$ cat config.mk
export PLATFORM = sky130hd
export DESIGN_NAME = sensor_cal_master_flat
export DESIGN_NICKNAME = d
export VERILOG_FILES = /design/src/include/sensor_cal_pkg.sv /design/src/include/holding_reg_if.sv /design/src/rtl/sensor_cal_master.sv /design/src/flat_wrapper.sv
export SDC_FILE = /design/constraint.sdc
export NUM_CORES = 1
export LEC_CHECK = 0
export ABC_AREA = 0
export BUFFER_PORTS_ARGS = -buffer_cell sky130_fd_sc_hd__buf_2
export CORE_MARGIN = 10
export CORE_UTILIZATION = 59
export DETAILED_ROUTE_END_ITERATION = 7
export PLACE_DENSITY = 0.83
export SLEW_MARGIN = 5
export SYNTH_ARGS = -nofsm -noshare
export SYNTH_HDL_FRONTEND = slang
export SYNTH_SLANG_ARGS = --single-unit
$ cat constraint.sdc
create_clock -name clk_i -period 6 [get_ports clk_i]
set_input_delay 0.3 -clock clk_i [delete_from_list [all_inputs] [get_ports clk_i]]
set_output_delay 0.3 -clock clk_i [all_outputs]
set_load 0.005 [all_outputs]
$ cat src/include/sensor_cal_pkg.sv
// Shared constants for the oxygen sensor calibration register set and its master
package sensor_cal_pkg;

    // ------------------------------------------------------------
    // Link and value widths
    // ------------------------------------------------------------
    localparam int ADDR_W = 16;
    localparam int WORD_W = 16;
    localparam int VALUE_W = 32;
    localparam logic [15:0] PAIR_STEP = 16'h0001;

    // ------------------------------------------------------------
    // Holding register numbers, first register of each pair
    // ------------------------------------------------------------
    localparam logic [15:0] ADDR_SAMPLE_INTERVAL = 16'h0DAB;
    localparam logic [15:0] ADDR_ERROR_FLAGS = 16'h132B;
    localparam logic [15:0] ADDR_LOW_POINT_STATUS = 16'h1425;
    localparam logic [15:0] ADDR_LOW_POINT_TRIGGER = 16'h1429;
    localparam logic [15:0] ADDR_HIGH_POINT_STATUS = 16'h14C5;
    localparam logic [15:0] ADDR_HIGH_POINT_VALUE = 16'h14C9;
    localparam logic [15:0] ADDR_REFERENCE_MEASURE_TRIGGER = 16'h14DB;
    localparam logic [15:0] ADDR_ZERO_POINT_PHASE = 16'h1591;
    localparam logic [15:0] ADDR_ZERO_POINT_TEMPERATURE = 16'h1593;

    // ------------------------------------------------------------
    // Command and status values
    // ------------------------------------------------------------
    localparam logic [31:0] LOW_TRIGGER_VALUE = 32'h00000000;
    localparam logic [31:0] REFERENCE_TRIGGER_VALUE = 32'h00000001;
    localparam logic [31:0] LOW_STATUS_OK = 32'h00000000;
    localparam logic [31:0] LOW_STATUS_UNSTEADY = 32'h00000080;
    localparam logic [31:0] HIGH_STATUS_IDLE = 32'h00000000;
    localparam logic [31:0] HIGH_STATUS_ASSIGNED = 32'h14000000;
    localparam logic [31:0] NO_ERRORS = 32'h00000000;

    // ------------------------------------------------------------
    // Reset values
    // ------------------------------------------------------------
    localparam logic [31:0] SAMPLE_INTERVAL_RESET = 32'h3F800000;
    localparam logic [31:0] VALUE_RESET = 32'h00000000;

    // ------------------------------------------------------------
    // Timing
    // ------------------------------------------------------------
    localparam longint CLK_HZ = 200000000;
    localparam longint SETTLE_TIME_S = 30;
    localparam longint SETTLE_CYCLES = SETTLE_TIME_S * CLK_HZ;
    localparam int SETTLE_CNT_W = 33;

endpackage : sensor_cal_pkg

$ cat src/include/holding_reg_if.sv
// Holding register link between the master and the calibration register set
`timescale 1ns/10ps
interface holding_reg_if;
    logic req_valid;
    logic req_write;
    logic [15:0] req_addr;
    logic [15:0] req_wdata;
    logic rsp_valid;
    logic [15:0] rsp_rdata;

    modport device (
        input req_valid,
        input req_write,
        input req_addr,
        input req_wdata,
        output rsp_valid,
        output rsp_rdata
    );

    modport host (
        output req_valid,
        output req_write,
        output req_addr,
        output req_wdata,
        input rsp_valid,
        input rsp_rdata
    );
endinterface : holding_reg_if

$ cat src/rtl/sensor_cal_master.sv
// Master end: moves 32-bit values as register pairs, guarding calibration writes
`timescale 1ns/10ps
module sensor_cal_master #(
    parameter longint SETTLE_CYCLES = sensor_cal_pkg::SETTLE_CYCLES
) (
    input wire logic clk_i,
    input wire logic reset_n_i,
    holding_reg_if.host link,
    input wire logic cmd_valid_i,
    input wire logic cmd_write_i,
    input wire logic [15:0] cmd_addr_i,
    input wire logic [31:0] cmd_wdata_i,
    output logic cmd_ready_o,
    output logic done_valid_o,
    output logic [31:0] done_data_o,
    output logic done_refused_o
);

    // ------------------------------------------------------------
    // State
    // ------------------------------------------------------------
    typedef enum logic [4:0] {
        ST_IDLE = 5'b00001,
        ST_ERR_HI = 5'b00010,
        ST_ERR_LO = 5'b00100,
        ST_SETTLE = 5'b01000,
        ST_XFER = 5'b10000
    } master_st_t;

    typedef struct packed {
        master_st_t st;
        logic lo_phase;
        logic waiting;
        logic req_valid;
        logic req_write;
        logic [15:0] req_addr;
        logic [15:0] req_wdata;
        logic cmd_write;
        logic [15:0] cmd_addr;
        logic [31:0] cmd_wdata;
        logic [15:0] rd_hi;
        logic [sensor_cal_pkg::SETTLE_CNT_W-1:0] settle_cnt;
        logic ready;
        logic done_valid;
        logic [31:0] done_data;
        logic done_refused;
    } master_state_t;

    localparam logic [sensor_cal_pkg::SETTLE_CNT_W-1:0] SETTLE_LOAD =
        sensor_cal_pkg::SETTLE_CNT_W'(SETTLE_CYCLES);

    master_state_t state_q;
    master_state_t state_d;
    logic guarded;
    logic trigger;
    logic [31:0] err_word;

    // ------------------------------------------------------------
    // Next state
    // ------------------------------------------------------------
    always_comb begin
        state_d = state_q;
        state_d.req_valid = 1'b0;
        state_d.done_valid = 1'b0;
        err_word = {state_q.rd_hi, link.rsp_rdata};
        trigger = (state_q.cmd_addr == sensor_cal_pkg::ADDR_LOW_POINT_TRIGGER) ||
                  (state_q.cmd_addr == sensor_cal_pkg::ADDR_REFERENCE_MEASURE_TRIGGER);
        guarded = state_q.cmd_write && (trigger ||
                  (state_q.cmd_addr == sensor_cal_pkg::ADDR_ZERO_POINT_PHASE) ||
                  (state_q.cmd_addr == sensor_cal_pkg::ADDR_ZERO_POINT_TEMPERATURE) ||
                  (state_q.cmd_addr == sensor_cal_pkg::ADDR_HIGH_POINT_VALUE));
        // Interval settle timer, restarted by every interval write
        if (state_q.settle_cnt != '0) begin
            state_d.settle_cnt = state_q.settle_cnt - 1'b1;
        end
        case (state_q.st)
            ST_IDLE: begin
                if (cmd_valid_i && state_q.ready) begin
                    state_d.ready = 1'b0;
                    state_d.cmd_write = cmd_write_i;
                    state_d.cmd_addr = cmd_addr_i;
                    state_d.cmd_wdata = cmd_wdata_i;
                    state_d.lo_phase = 1'b0;
                    state_d.st = ST_ERR_HI;
                end
            end
            ST_ERR_HI, ST_ERR_LO: begin
                if (!guarded) begin
                    state_d.st = ST_XFER;
                end else if (!state_q.waiting) begin
                    // Error pair read ahead of any calibration write
                    state_d.req_valid = 1'b1;
                    state_d.req_write = 1'b0;
                    state_d.req_addr = (state_q.st == ST_ERR_HI) ? sensor_cal_pkg::ADDR_ERROR_FLAGS :
                                       sensor_cal_pkg::ADDR_ERROR_FLAGS + sensor_cal_pkg::PAIR_STEP;
                    state_d.waiting = 1'b1;
                end else if (link.rsp_valid) begin
                    state_d.waiting = 1'b0;
                    if (state_q.st == ST_ERR_HI) begin
                        state_d.rd_hi = link.rsp_rdata;
                        state_d.st = ST_ERR_LO;
                    end else if (err_word != sensor_cal_pkg::NO_ERRORS) begin
                        state_d.done_valid = 1'b1;
                        state_d.done_refused = 1'b1;
                        state_d.done_data = err_word;
                        state_d.ready = 1'b1;
                        state_d.st = ST_IDLE;
                    end else begin
                        // Environment conditions stay the user's duty
                        state_d.st = trigger ? ST_SETTLE : ST_XFER;
                    end
                end
            end
            ST_SETTLE: begin
                if (state_q.settle_cnt == '0) begin
                    state_d.st = ST_XFER;
                end
            end
            ST_XFER: begin
                if (!state_q.waiting) begin
                    state_d.req_valid = 1'b1;
                    state_d.req_write = state_q.cmd_write;
                    state_d.req_addr = state_q.lo_phase ? state_q.cmd_addr + sensor_cal_pkg::PAIR_STEP :
                                       state_q.cmd_addr;
                    state_d.req_wdata = state_q.lo_phase ? state_q.cmd_wdata[15:0] :
                                        state_q.cmd_wdata[31:16];
                    state_d.waiting = 1'b1;
                end else if (link.rsp_valid) begin
                    state_d.waiting = 1'b0;
                    if (!state_q.lo_phase) begin
                        state_d.rd_hi = link.rsp_rdata;
                        state_d.lo_phase = 1'b1;
                    end else begin
                        if (state_q.cmd_write && state_q.cmd_addr == sensor_cal_pkg::ADDR_SAMPLE_INTERVAL) begin
                            state_d.settle_cnt = SETTLE_LOAD;
                        end
                        // Status word goes back whole; retry on unsteady is the user's call
                        state_d.done_valid = 1'b1;
                        state_d.done_refused = 1'b0;
                        state_d.done_data = state_q.cmd_write ? state_q.cmd_wdata :
                                            {state_q.rd_hi, link.rsp_rdata};
                        state_d.ready = 1'b1;
                        state_d.st = ST_IDLE;
                    end
                end
            end
            default: begin
                state_d.st = ST_IDLE;
                state_d.ready = 1'b1;
                state_d.waiting = 1'b0;
            end
        endcase
    end

    // ------------------------------------------------------------
    // Registers
    // ------------------------------------------------------------
    always_ff @(posedge clk_i) begin
        if (!reset_n_i) begin
            state_q <= '{
                st: ST_IDLE,
                lo_phase: 1'b0,
                waiting: 1'b0,
                req_valid: 1'b0,
                req_write: 1'b0,
                req_addr: 16'h0000,
                req_wdata: 16'h0000,
                cmd_write: 1'b0,
                cmd_addr: 16'h0000,
                cmd_wdata: 32'h00000000,
                rd_hi: 16'h0000,
                settle_cnt: SETTLE_LOAD,
                ready: 1'b1,
                done_valid: 1'b0,
                done_data: 32'h00000000,
                done_refused: 1'b0
            };
        end else begin
            state_q <= state_d;
        end
    end

    assign link.req_valid = state_q.req_valid;
    assign link.req_write = state_q.req_write;
    assign link.req_addr = state_q.req_addr;
    assign link.req_wdata = state_q.req_wdata;
    assign cmd_ready_o = state_q.ready;
    assign done_valid_o = state_q.done_valid;
    assign done_data_o = state_q.done_data;
    assign done_refused_o = state_q.done_refused;

endmodule : sensor_cal_master

$ cat src/flat_wrapper.sv
// flat-port wrapper written by rule: the top's interface ports become plain ports
module sensor_cal_master_flat 
#(
    parameter longint SETTLE_CYCLES = sensor_cal_pkg::SETTLE_CYCLES
)
  (clk_i, reset_n_i, cmd_valid_i, cmd_write_i, cmd_addr_i, cmd_wdata_i, cmd_ready_o, done_valid_o, done_data_o, done_refused_o, link_req_valid, link_req_write, link_req_addr, link_req_wdata, link_rsp_valid, link_rsp_rdata);
  holding_reg_if link_i ();
  input wire logic clk_i;
  input wire logic reset_n_i;
  input wire logic cmd_valid_i;
  input wire logic cmd_write_i;
  input wire logic [15:0] cmd_addr_i;
  input wire logic [31:0] cmd_wdata_i;
  output logic cmd_ready_o;
  output logic done_valid_o;
  output logic [31:0] done_data_o;
  output logic done_refused_o;
  output wire logic [$bits(link_i.req_valid)-1:0] link_req_valid;
  output wire logic [$bits(link_i.req_write)-1:0] link_req_write;
  output wire logic [$bits(link_i.req_addr)-1:0] link_req_addr;
  output wire logic [$bits(link_i.req_wdata)-1:0] link_req_wdata;
  input wire logic [$bits(link_i.rsp_valid)-1:0] link_rsp_valid;
  input wire logic [$bits(link_i.rsp_rdata)-1:0] link_rsp_rdata;
  assign link_req_valid = link_i.req_valid;
  assign link_req_write = link_i.req_write;
  assign link_req_addr = link_i.req_addr;
  assign link_req_wdata = link_i.req_wdata;
  assign link_i.rsp_valid = link_rsp_valid;
  assign link_i.rsp_rdata = link_rsp_rdata;
  sensor_cal_master #(.SETTLE_CYCLES(SETTLE_CYCLES)) u_core (.clk_i(clk_i), .reset_n_i(reset_n_i), .link(link_i), .cmd_valid_i(cmd_valid_i), .cmd_write_i(cmd_write_i), .cmd_addr_i(cmd_addr_i), .cmd_wdata_i(cmd_wdata_i), .cmd_ready_o(cmd_ready_o), .done_valid_o(done_valid_o), .done_data_o(done_data_o), .done_refused_o(done_refused_o));
endmodule
==> results of run 1 <==
## power breakdown
part           switching (mW)  internal (mW)  leakage [nW]
combinational           0.322          0.182          2.05
clock                   0.498          0.587         0.269
sequential              0.131           1.25          1.41
## final cells by class
type / count / area share [%]
multi-input combinational: 662 / 44.2
sequential: 174 / 38.4
timing repair buffer: 145 / 8.22
clock buffer: 18 / 4.73
tap: 180 / 2.48
clock inverter: 14 / 1.74
inverter: 6 / 0.248
## registers in the layout, summed over array words and instances, names as in the netlist
register / cells
u_core.cmd_ready_o: 1
u_core.done_data_o: 32
u_core.done_refused_o: 1
u_core.done_valid_o: 1
u_core.err_word: 16
u_core.link.req_addr: 16
u_core.link.req_valid: 1
u_core.link.req_wdata: 16
u_core.link.req_write: 1
u_core.state_q: 89
## layer usage
| layer | part of all wire [%] | GRT usage, % | up-vias | routed length [um] |
|---|---|---|---|---|
| li1 | - | - | 3421 | - |
| met1 | 42 | 27.8 | 3336 | 9280 |
| met2 | 46 | 34.1 | 328 | 10300 |
| met3 | 8.7 | 6.54 | 59 | 1930 |
| met4 | 3.4 | 9.82 | 0 | 762 |
| met5 | 0 | 0 | - | 0 |
## layout by cell type (no fill, tap or decap), types with 4 or more instances in the layout
cell,n
a211oi_1,17
a21oi_1,65
a22oi_1,24
a32oi_1,16
and2_1,6
and3_1,5
buf_2,137
buf_4,8
clkbuf_16,17
clkinvlp_4,5
dfxtp_1,174
inv_1,4
mux2i_1,34
nand2_1,169
nand3_1,42
nand3_2,4
nand4_1,7
nand4b_1,4
nor2_1,94
nor3_1,13
nor4_1,14
o211ai_1,16
o21ai_0,10
o221a_2,5
xnor2_1,20
xor2_1,22
## stage by stage
| step | total power [mW] | utilization (%) | setup slack, ps | hold WS (ps) | cell area (um2) |
|---|---|---|---|---|---|
| 2_1_floorplan | 1.74 | - | 3780 | 422 | 8230 |
| 3_3_place_gp | 1.88 | 61.6 | 3260 | 460 | 8490 |
| 3_5_place_dp | 1.89 | 61.6 | 3160 | 467 | 8490 |
| 4_1_cts | 2.96 | 65.9 | 3140 | 89.5 | 9070 |
| 5_1_grt | 3.09 | 65.9 | 2880 | 87.3 | 9070 |
| 6_report | 2.97 | 65.9 | 3100 | 95.1 | 9070 |
## worst paths after layout
path / startpoint / end / slack (ps) / depth (start not counted)
worst min-delay path: cmd_addr_i[4] / u_core.state_q[120] / 100 / 3
worst max register to register: u_core.state_q[117] / u_core.link.req_addr[0] / 3100 / 9
worst max-delay path: u_core.state_q[117] / u_core.link.req_addr[0] / 3100 / 9
worst min register to register: u_core.state_q[57] / u_core.state_q[57] / 480 / 2
## cells by family (layout without fill, tap and decap cells)
| group | Yosys count | after routing | synth area share (%) |
|---|---|---|---|
| AND/OR/NAND/NOR | 398 | 398 | 23.5 |
| AO/OA/AOI/OAI | 184 | 184 | 15.5 |
| adder cells (fa/ha/maj) | 3 | 3 | 0.456 |
| buffers and inverters | 132 | 183 | 9.48 |
| XOR/XNOR | 42 | 42 | 4.47 |
| flip-flops | 174 | 174 | 42.3 |
| multiplexers | 35 | 35 | 4.27 |
## worst min-delay path, delay by kind of cell
family / cells / cell delay [ps]
AND/OR/NAND/NOR: 1 / 40
AO/OA/AOI/OAI: 1 / 50
buffers and inverters: 1 / 100
==> results.py, run 1 <==
metrics = {
    "run_status": {
        "status": "completed",
    },
    "route": {
        "drt-total-wl_um": 22300,
        "dr.pass1.iters": 6,
        "detail-route-antenna-nets": 0,
        "num_vias": 7144,
        "drc": 0,
        "viasPerCell": 5.96,
        "dr.first_iter.drc_count": 674,
        "wl_per_cell_um": 18.6,
    },
    "yosys": {
        "syn_avg_cell_area_um2": 8.50,
        "synth_common_cells": "dfxtp_1 (174), nand2_1 (169), nor2_1 (96), buf_4 (66), a21oi_1 (65)",
        "synth.top_cell.area_share_pct": 42.3,
        "synthTopCellsByArea": "dfxtp_1 (42%), nand2_1 (7.7%), buf_4 (6.0%)",
        "ys_seq_area_share_pct": 42.3,
        "ys_seq_elements": 174,
        "synth_edf_count": 0,
        "synth.most_common_cell": "dfxtp_1",
        "yosys_warnings": 0,
        "synth_flop_cell": "dfxtp_1",
        "synth_area_leader_cell": "dfxtp_1",
        "synthCells": 968,
        "syn_nets": 1040,
        "yosysUniqueCellTypes": 78,
        "synth_area_um2": 8230,
        "synth-async-reset-ratio_pct": 0,
    },
    "layout": {
        "multi_input_area_um2": 4010,
        "diodes": 0,
        "regArea_um2": 3480,
        "drive_above_1_share_pct": 21.1,
        "finalNetCount": 1078,
        "fill_cells": 1162,
        "area_growth_pct": 10.3,
        "finalNonFillerCells": 1199,
    },
    "floorplan": {
        "ios": 138,
        "die_w_um": 138,
        "dieArea_um2": 19100,
        "start_util_pct": 59.7,
        "die_y_um": 138,
        "core-area_um2": 13800,
        "rows": 43,
    },
    "critical_path": {
        "crit_arrival_ps": 3230,
        "cp_top_family": "compound AO/OA/AOI/OAI gates",
        "crit_slowest_cell": "a21oi_1",
        "worst-path-max-fanout": 11,
        "crit_buf_inv": 1,
        "cp-start-kind": "flip-flop",
        "crit_path_end_kind": "flip-flop",
        "slowest_delay_ps": 900,
        "cp.required_ps": 6330,
        "crit_chain": "inv_1, ha_1, nor4bb_4, and3_1, o21ai_1, nand2_1, a21oi_1, nand3_1, o31ai_1",
        "path_class": "reg2reg",
    },
    "clocking": {
        "post_cts_resized": 0,
        "cts_hold_buf": 0,
        "cts_buffer_depth": 2,
        "cts_setup_buffers": 0,
        "cts_root_buf": "clkbuf_16",
        "clk_latency_ps": 440,
        "cts_sinks": 174,
        "cts_tree": "yes",
        "cts_inserted_buffers": 17,
        "h-tree-depth": 4,
        "cts.clk_slew.worst_paths_ps": 70,
    },
    "timing": {
        "rsz0062_at_grt": "false",
        "hold_viol_final": 0,
        "finalSetupTns_ps": 0,
        "fin_crit_ps": 2900,
        "setup_violations": 0,
        "slew-limit-headroom_pct": 26.3,
        "fin_skew_ps": 12.7,
        "fmax_mhz": 344,
        "fin_crit_sh_pct": 48.4,
        "final_max_slew_viol_count": 0,
        "worstMarginPinSlew_ps": 1110,
    },
    "power": {
        "ir_worst_vdd_mv": 0.280,
        "power_leakage_nw": 3.73,
        "power.density_nw_per_um2": 327,
    },
    "global_routing": {
        "grt.total_usage_pct": 22.1,
        "grt_pass1_wl_um": 35100,
        "antenna_found_initial": 0,
        "grt_max_degree": 101,
        "overflow": 0,
        "grt_pass1_vias": 6665,
    },
    "placed_design": {
        "place_hpwl_um": 15700,
        "dp.cells": 1167,
        "io_buffers": 137,
        "gp_congestion": 0.941,
    },
    "run": {
        "drv_cap": 0,
    },
    "min_path": {
        "hp-class": "in2reg",
    },
}
Note: power is estimated with default switching activity, not from simulation.
==> run 2: changes to the inputs <==
--- a/config.mk
+++ b/config.mk
@@ -8,9 +8,9 @@
 export ABC_AREA = 0
 export BUFFER_PORTS_ARGS = -buffer_cell sky130_fd_sc_hd__buf_2
 export CORE_MARGIN = 10
-export CORE_UTILIZATION = 59
+export CORE_UTILIZATION = 57
 export DETAILED_ROUTE_END_ITERATION = 7
-export PLACE_DENSITY = 0.83
+export PLACE_DENSITY = 0.81
 export SLEW_MARGIN = 5
 export SYNTH_ARGS = -nofsm -noshare
 export SYNTH_HDL_FRONTEND = slang
==> constraint.sdc (replaced) <==
create_clock -name clk_i -period 3 [get_ports clk_i]
set_input_delay 0.15 -clock clk_i [delete_from_list [all_inputs] [get_ports clk_i]]
set_output_delay 0.15 -clock clk_i [all_outputs]
set_load 0.005 [all_outputs]
==> run 2 against run 1 <==
Critical path depth grew 1; wire length grew 7.9%; clock skew shrank 1.0 ps; die area grew 3.0%; final cell count grew 6.1%; final area grew 7.6%.
==> results.py, run 2 (synthesis gave the netlist of run 1 again) <==
metrics = {
    "timing": {
        "hold_ws_ps": 22.2,
        "setup_violations": 0,
        "fin_crit_ps": 2670,
        "rsz0062_at_grt": "false",
        "fin_crit_sh_pct": 89.0,
        "hold_viol_final": 0,
        "fmax_mhz": 375,
        "slew-limit-headroom_pct": 38.5,
        "final_max_slew_viol_count": 0,
        "worstMarginPinSlew_ps": 922,
        "fin_skew_ps": 11.7,
        "finalSetupTns_ps": 0,
    },
    "layout": {
        "finalNetCount": 1149,
        "layout_common_cells": "dfxtp_1 (174), nand2_1 (169), buf_2 (137)",
        "drive_above_1_share_pct": 20.5,
        "largest_reg_flops": 89,
        "area_growth_pct": 18.6,
        "final_common_cell": "dfxtp_1",
        "top_register": "u_core.state_q",
    },
    "route": {
        "dr.pass1.iters": 5,
        "wl_per_cell_um": 18.9,
        "num_vias": 7575,
        "dr.first_iter.drc_count": 785,
        "drt-total-wl_um": 24000,
        "drc": 0,
        "detail-route-antenna-nets": 0,
        "viasPerCell": 5.96,
    },
    "global_routing": {
        "grt_pass1_wl_um": 38500,
        "grt_pass1_vias": 7240,
        "grt.total_usage_pct": 23.8,
        "antenna_found_initial": 2,
        "overflow": 0,
        "grt_max_degree": 89,
    },
    "critical_path": {
        "crit_path_end_kind": "flip-flop",
        "cp-start-kind": "flip-flop",
        "cp.required_ps": 3330,
        "crit_arrival_ps": 3000,
        "timing.rr.start": "u_core.state_q[117]",
        "worstRegToRegCells": 10,
        "r2r_setup_slack_ps": 330,
        "regToRegEndpoint": "u_core.done_refused_o",
        "worst-path-max-fanout": 32,
        "path_class": "reg2reg",
    },
    "clocking": {
        "cts_tree": "yes",
        "h-tree-depth": 4,
        "cts_root_buf": "clkbuf_16",
        "post_cts_resized": 0,
        "cts.clk_slew.worst_paths_ps": 70,
        "clk_latency_ps": 440,
        "cts_sinks": 174,
        "cts_hold_buf": 63,
        "cts_setup_buffers": 0,
        "cts_inserted_buffers": 17,
        "cts_buffer_depth": 2,
    },
    "floorplan": {
        "rows": 43,
        "core-area_um2": 14000,
        "ios": 138,
        "start_util_pct": 58.8,
        "die_y_um": 140,
        "die_w_um": 140,
        "dieArea_um2": 19600,
    },
    "min_path": {
        "hold_start": "link_rsp_rdata[11]",
        "whs_path_depth": 3,
        "whs_endpoint": "u_core.done_data_o[11]",
        "hp-class": "in2reg",
    },
    "run": {
        "drv_cap": 0,
    },
    "power": {
        "switching_share_pct": 31.5,
        "power_leakage_nw": 4.05,
        "clockPowerShare_pct": 36.2,
        "ir_worst_vdd_mv": 0.460,
        "pwr-share-comb_pct": 18.1,
        "intPower_mw": 4.13,
        "p_seq_share_pct": 45.7,
        "power.density_nw_per_um2": 618,
        "netSwitchingPower_mw": 1.90,
    },
    "run_status": {
        "status": "completed",
    },
    "placed_design": {
        "place_hpwl_um": 15800,
        "gp_congestion": 0.935,
        "io_buffers": 137,
    },
}
==> run 2: cell count changes in the layout (fill, tap and decap cells not counted) <==
cell           before  now
clkbuf_1            1    0
clkinvlp_4          5    1
diode_2             0    2
clkinv_2            0    3
clkbuf_8            0    2
o21ai_2             1    0
buf_4               8   16
o21ai_1             2    3
clkinv_8            2    0
clkinv_4            2    3
inv_8               2    3
dlygate4sd3_1       0   63
==> run 2: worst max-delay path, stage by stage, from the launching register on <==
cell and delay (ps):
dfxtp_1 400, inv_1 60, ha_1 200, nor4bb_4 180, and3_1 200, o21ai_1 310, nand2_1 280, a211oi_4 250
buf_4 360, nor2_1 110, o211a_1 220
==> run 2: power by group through the flow <==
stage | Sequential (mW) | Clock (mW) | Combinational, mW
floorplan | 2.68 | 0 | 0.805
global placement | 2.79 | 0 | 0.983
detailed placement | 2.80 | 0 | 0.994
CTS | 2.75 | 2.20 | 1.07
global route | 2.78 | 2.29 | 1.21
finish | 2.76 | 2.18 | 1.09
==> run 2: worst max-delay path by stage <==
stage                              startpoint                     to  slack, ps  cells past startpoint
after detailed placement  u_core.state_q[117]  u_core.done_refused_o        380                     10
after CTS                 u_core.state_q[117]  u_core.done_refused_o        360                     10
after floorplan           u_core.state_q[117]    u_core.err_word[21]        780                     10
after global placement    u_core.state_q[117]  u_core.done_refused_o        470                     10
after global routing      u_core.state_q[117]  u_core.done_refused_o        120                     10
final                     u_core.state_q[117]  u_core.done_refused_o        330                     10
==> run 2: final cells by class <==
class | count | area (um2)
Clock inverter | 13 | 130
Fill cell | 1020 | 4230
Antenna cell | 2 | 5.00
Tap cell | 180 | 225
Clock buffer | 19 | 453
Multi-Input combinational cell | 662 | 4010
Inverter | 6 | 22.5
Timing Repair Buffer | 216 | 1440
Sequential cell | 174 | 3480
==> run 2: stage by stage <==
stage	instance area [um2]	setup WS, ps	util (%)	cells	power [mW]
3_5_place_dp	8540	376	61.1	1175	3.79
3_3_place_gp	8540	471	61.1	1175	3.77
5_1_grt	9760	115	69.8	1272	6.27
4_1_cts	9760	360	69.7	1270	6.01
6_report	9760	331	69.8	1272	6.03
2_1_floorplan	8230	776	-	968	3.48
==> run 2: layer usage <==
metal	GRT usage [%]	up-vias	wire length (um)
met3	6.02	79	1810
met4	10.7	0	973
met1	28.8	3557	9840
met5	0	-	0
li1	-	3561	-
met2	38.9	378	11400
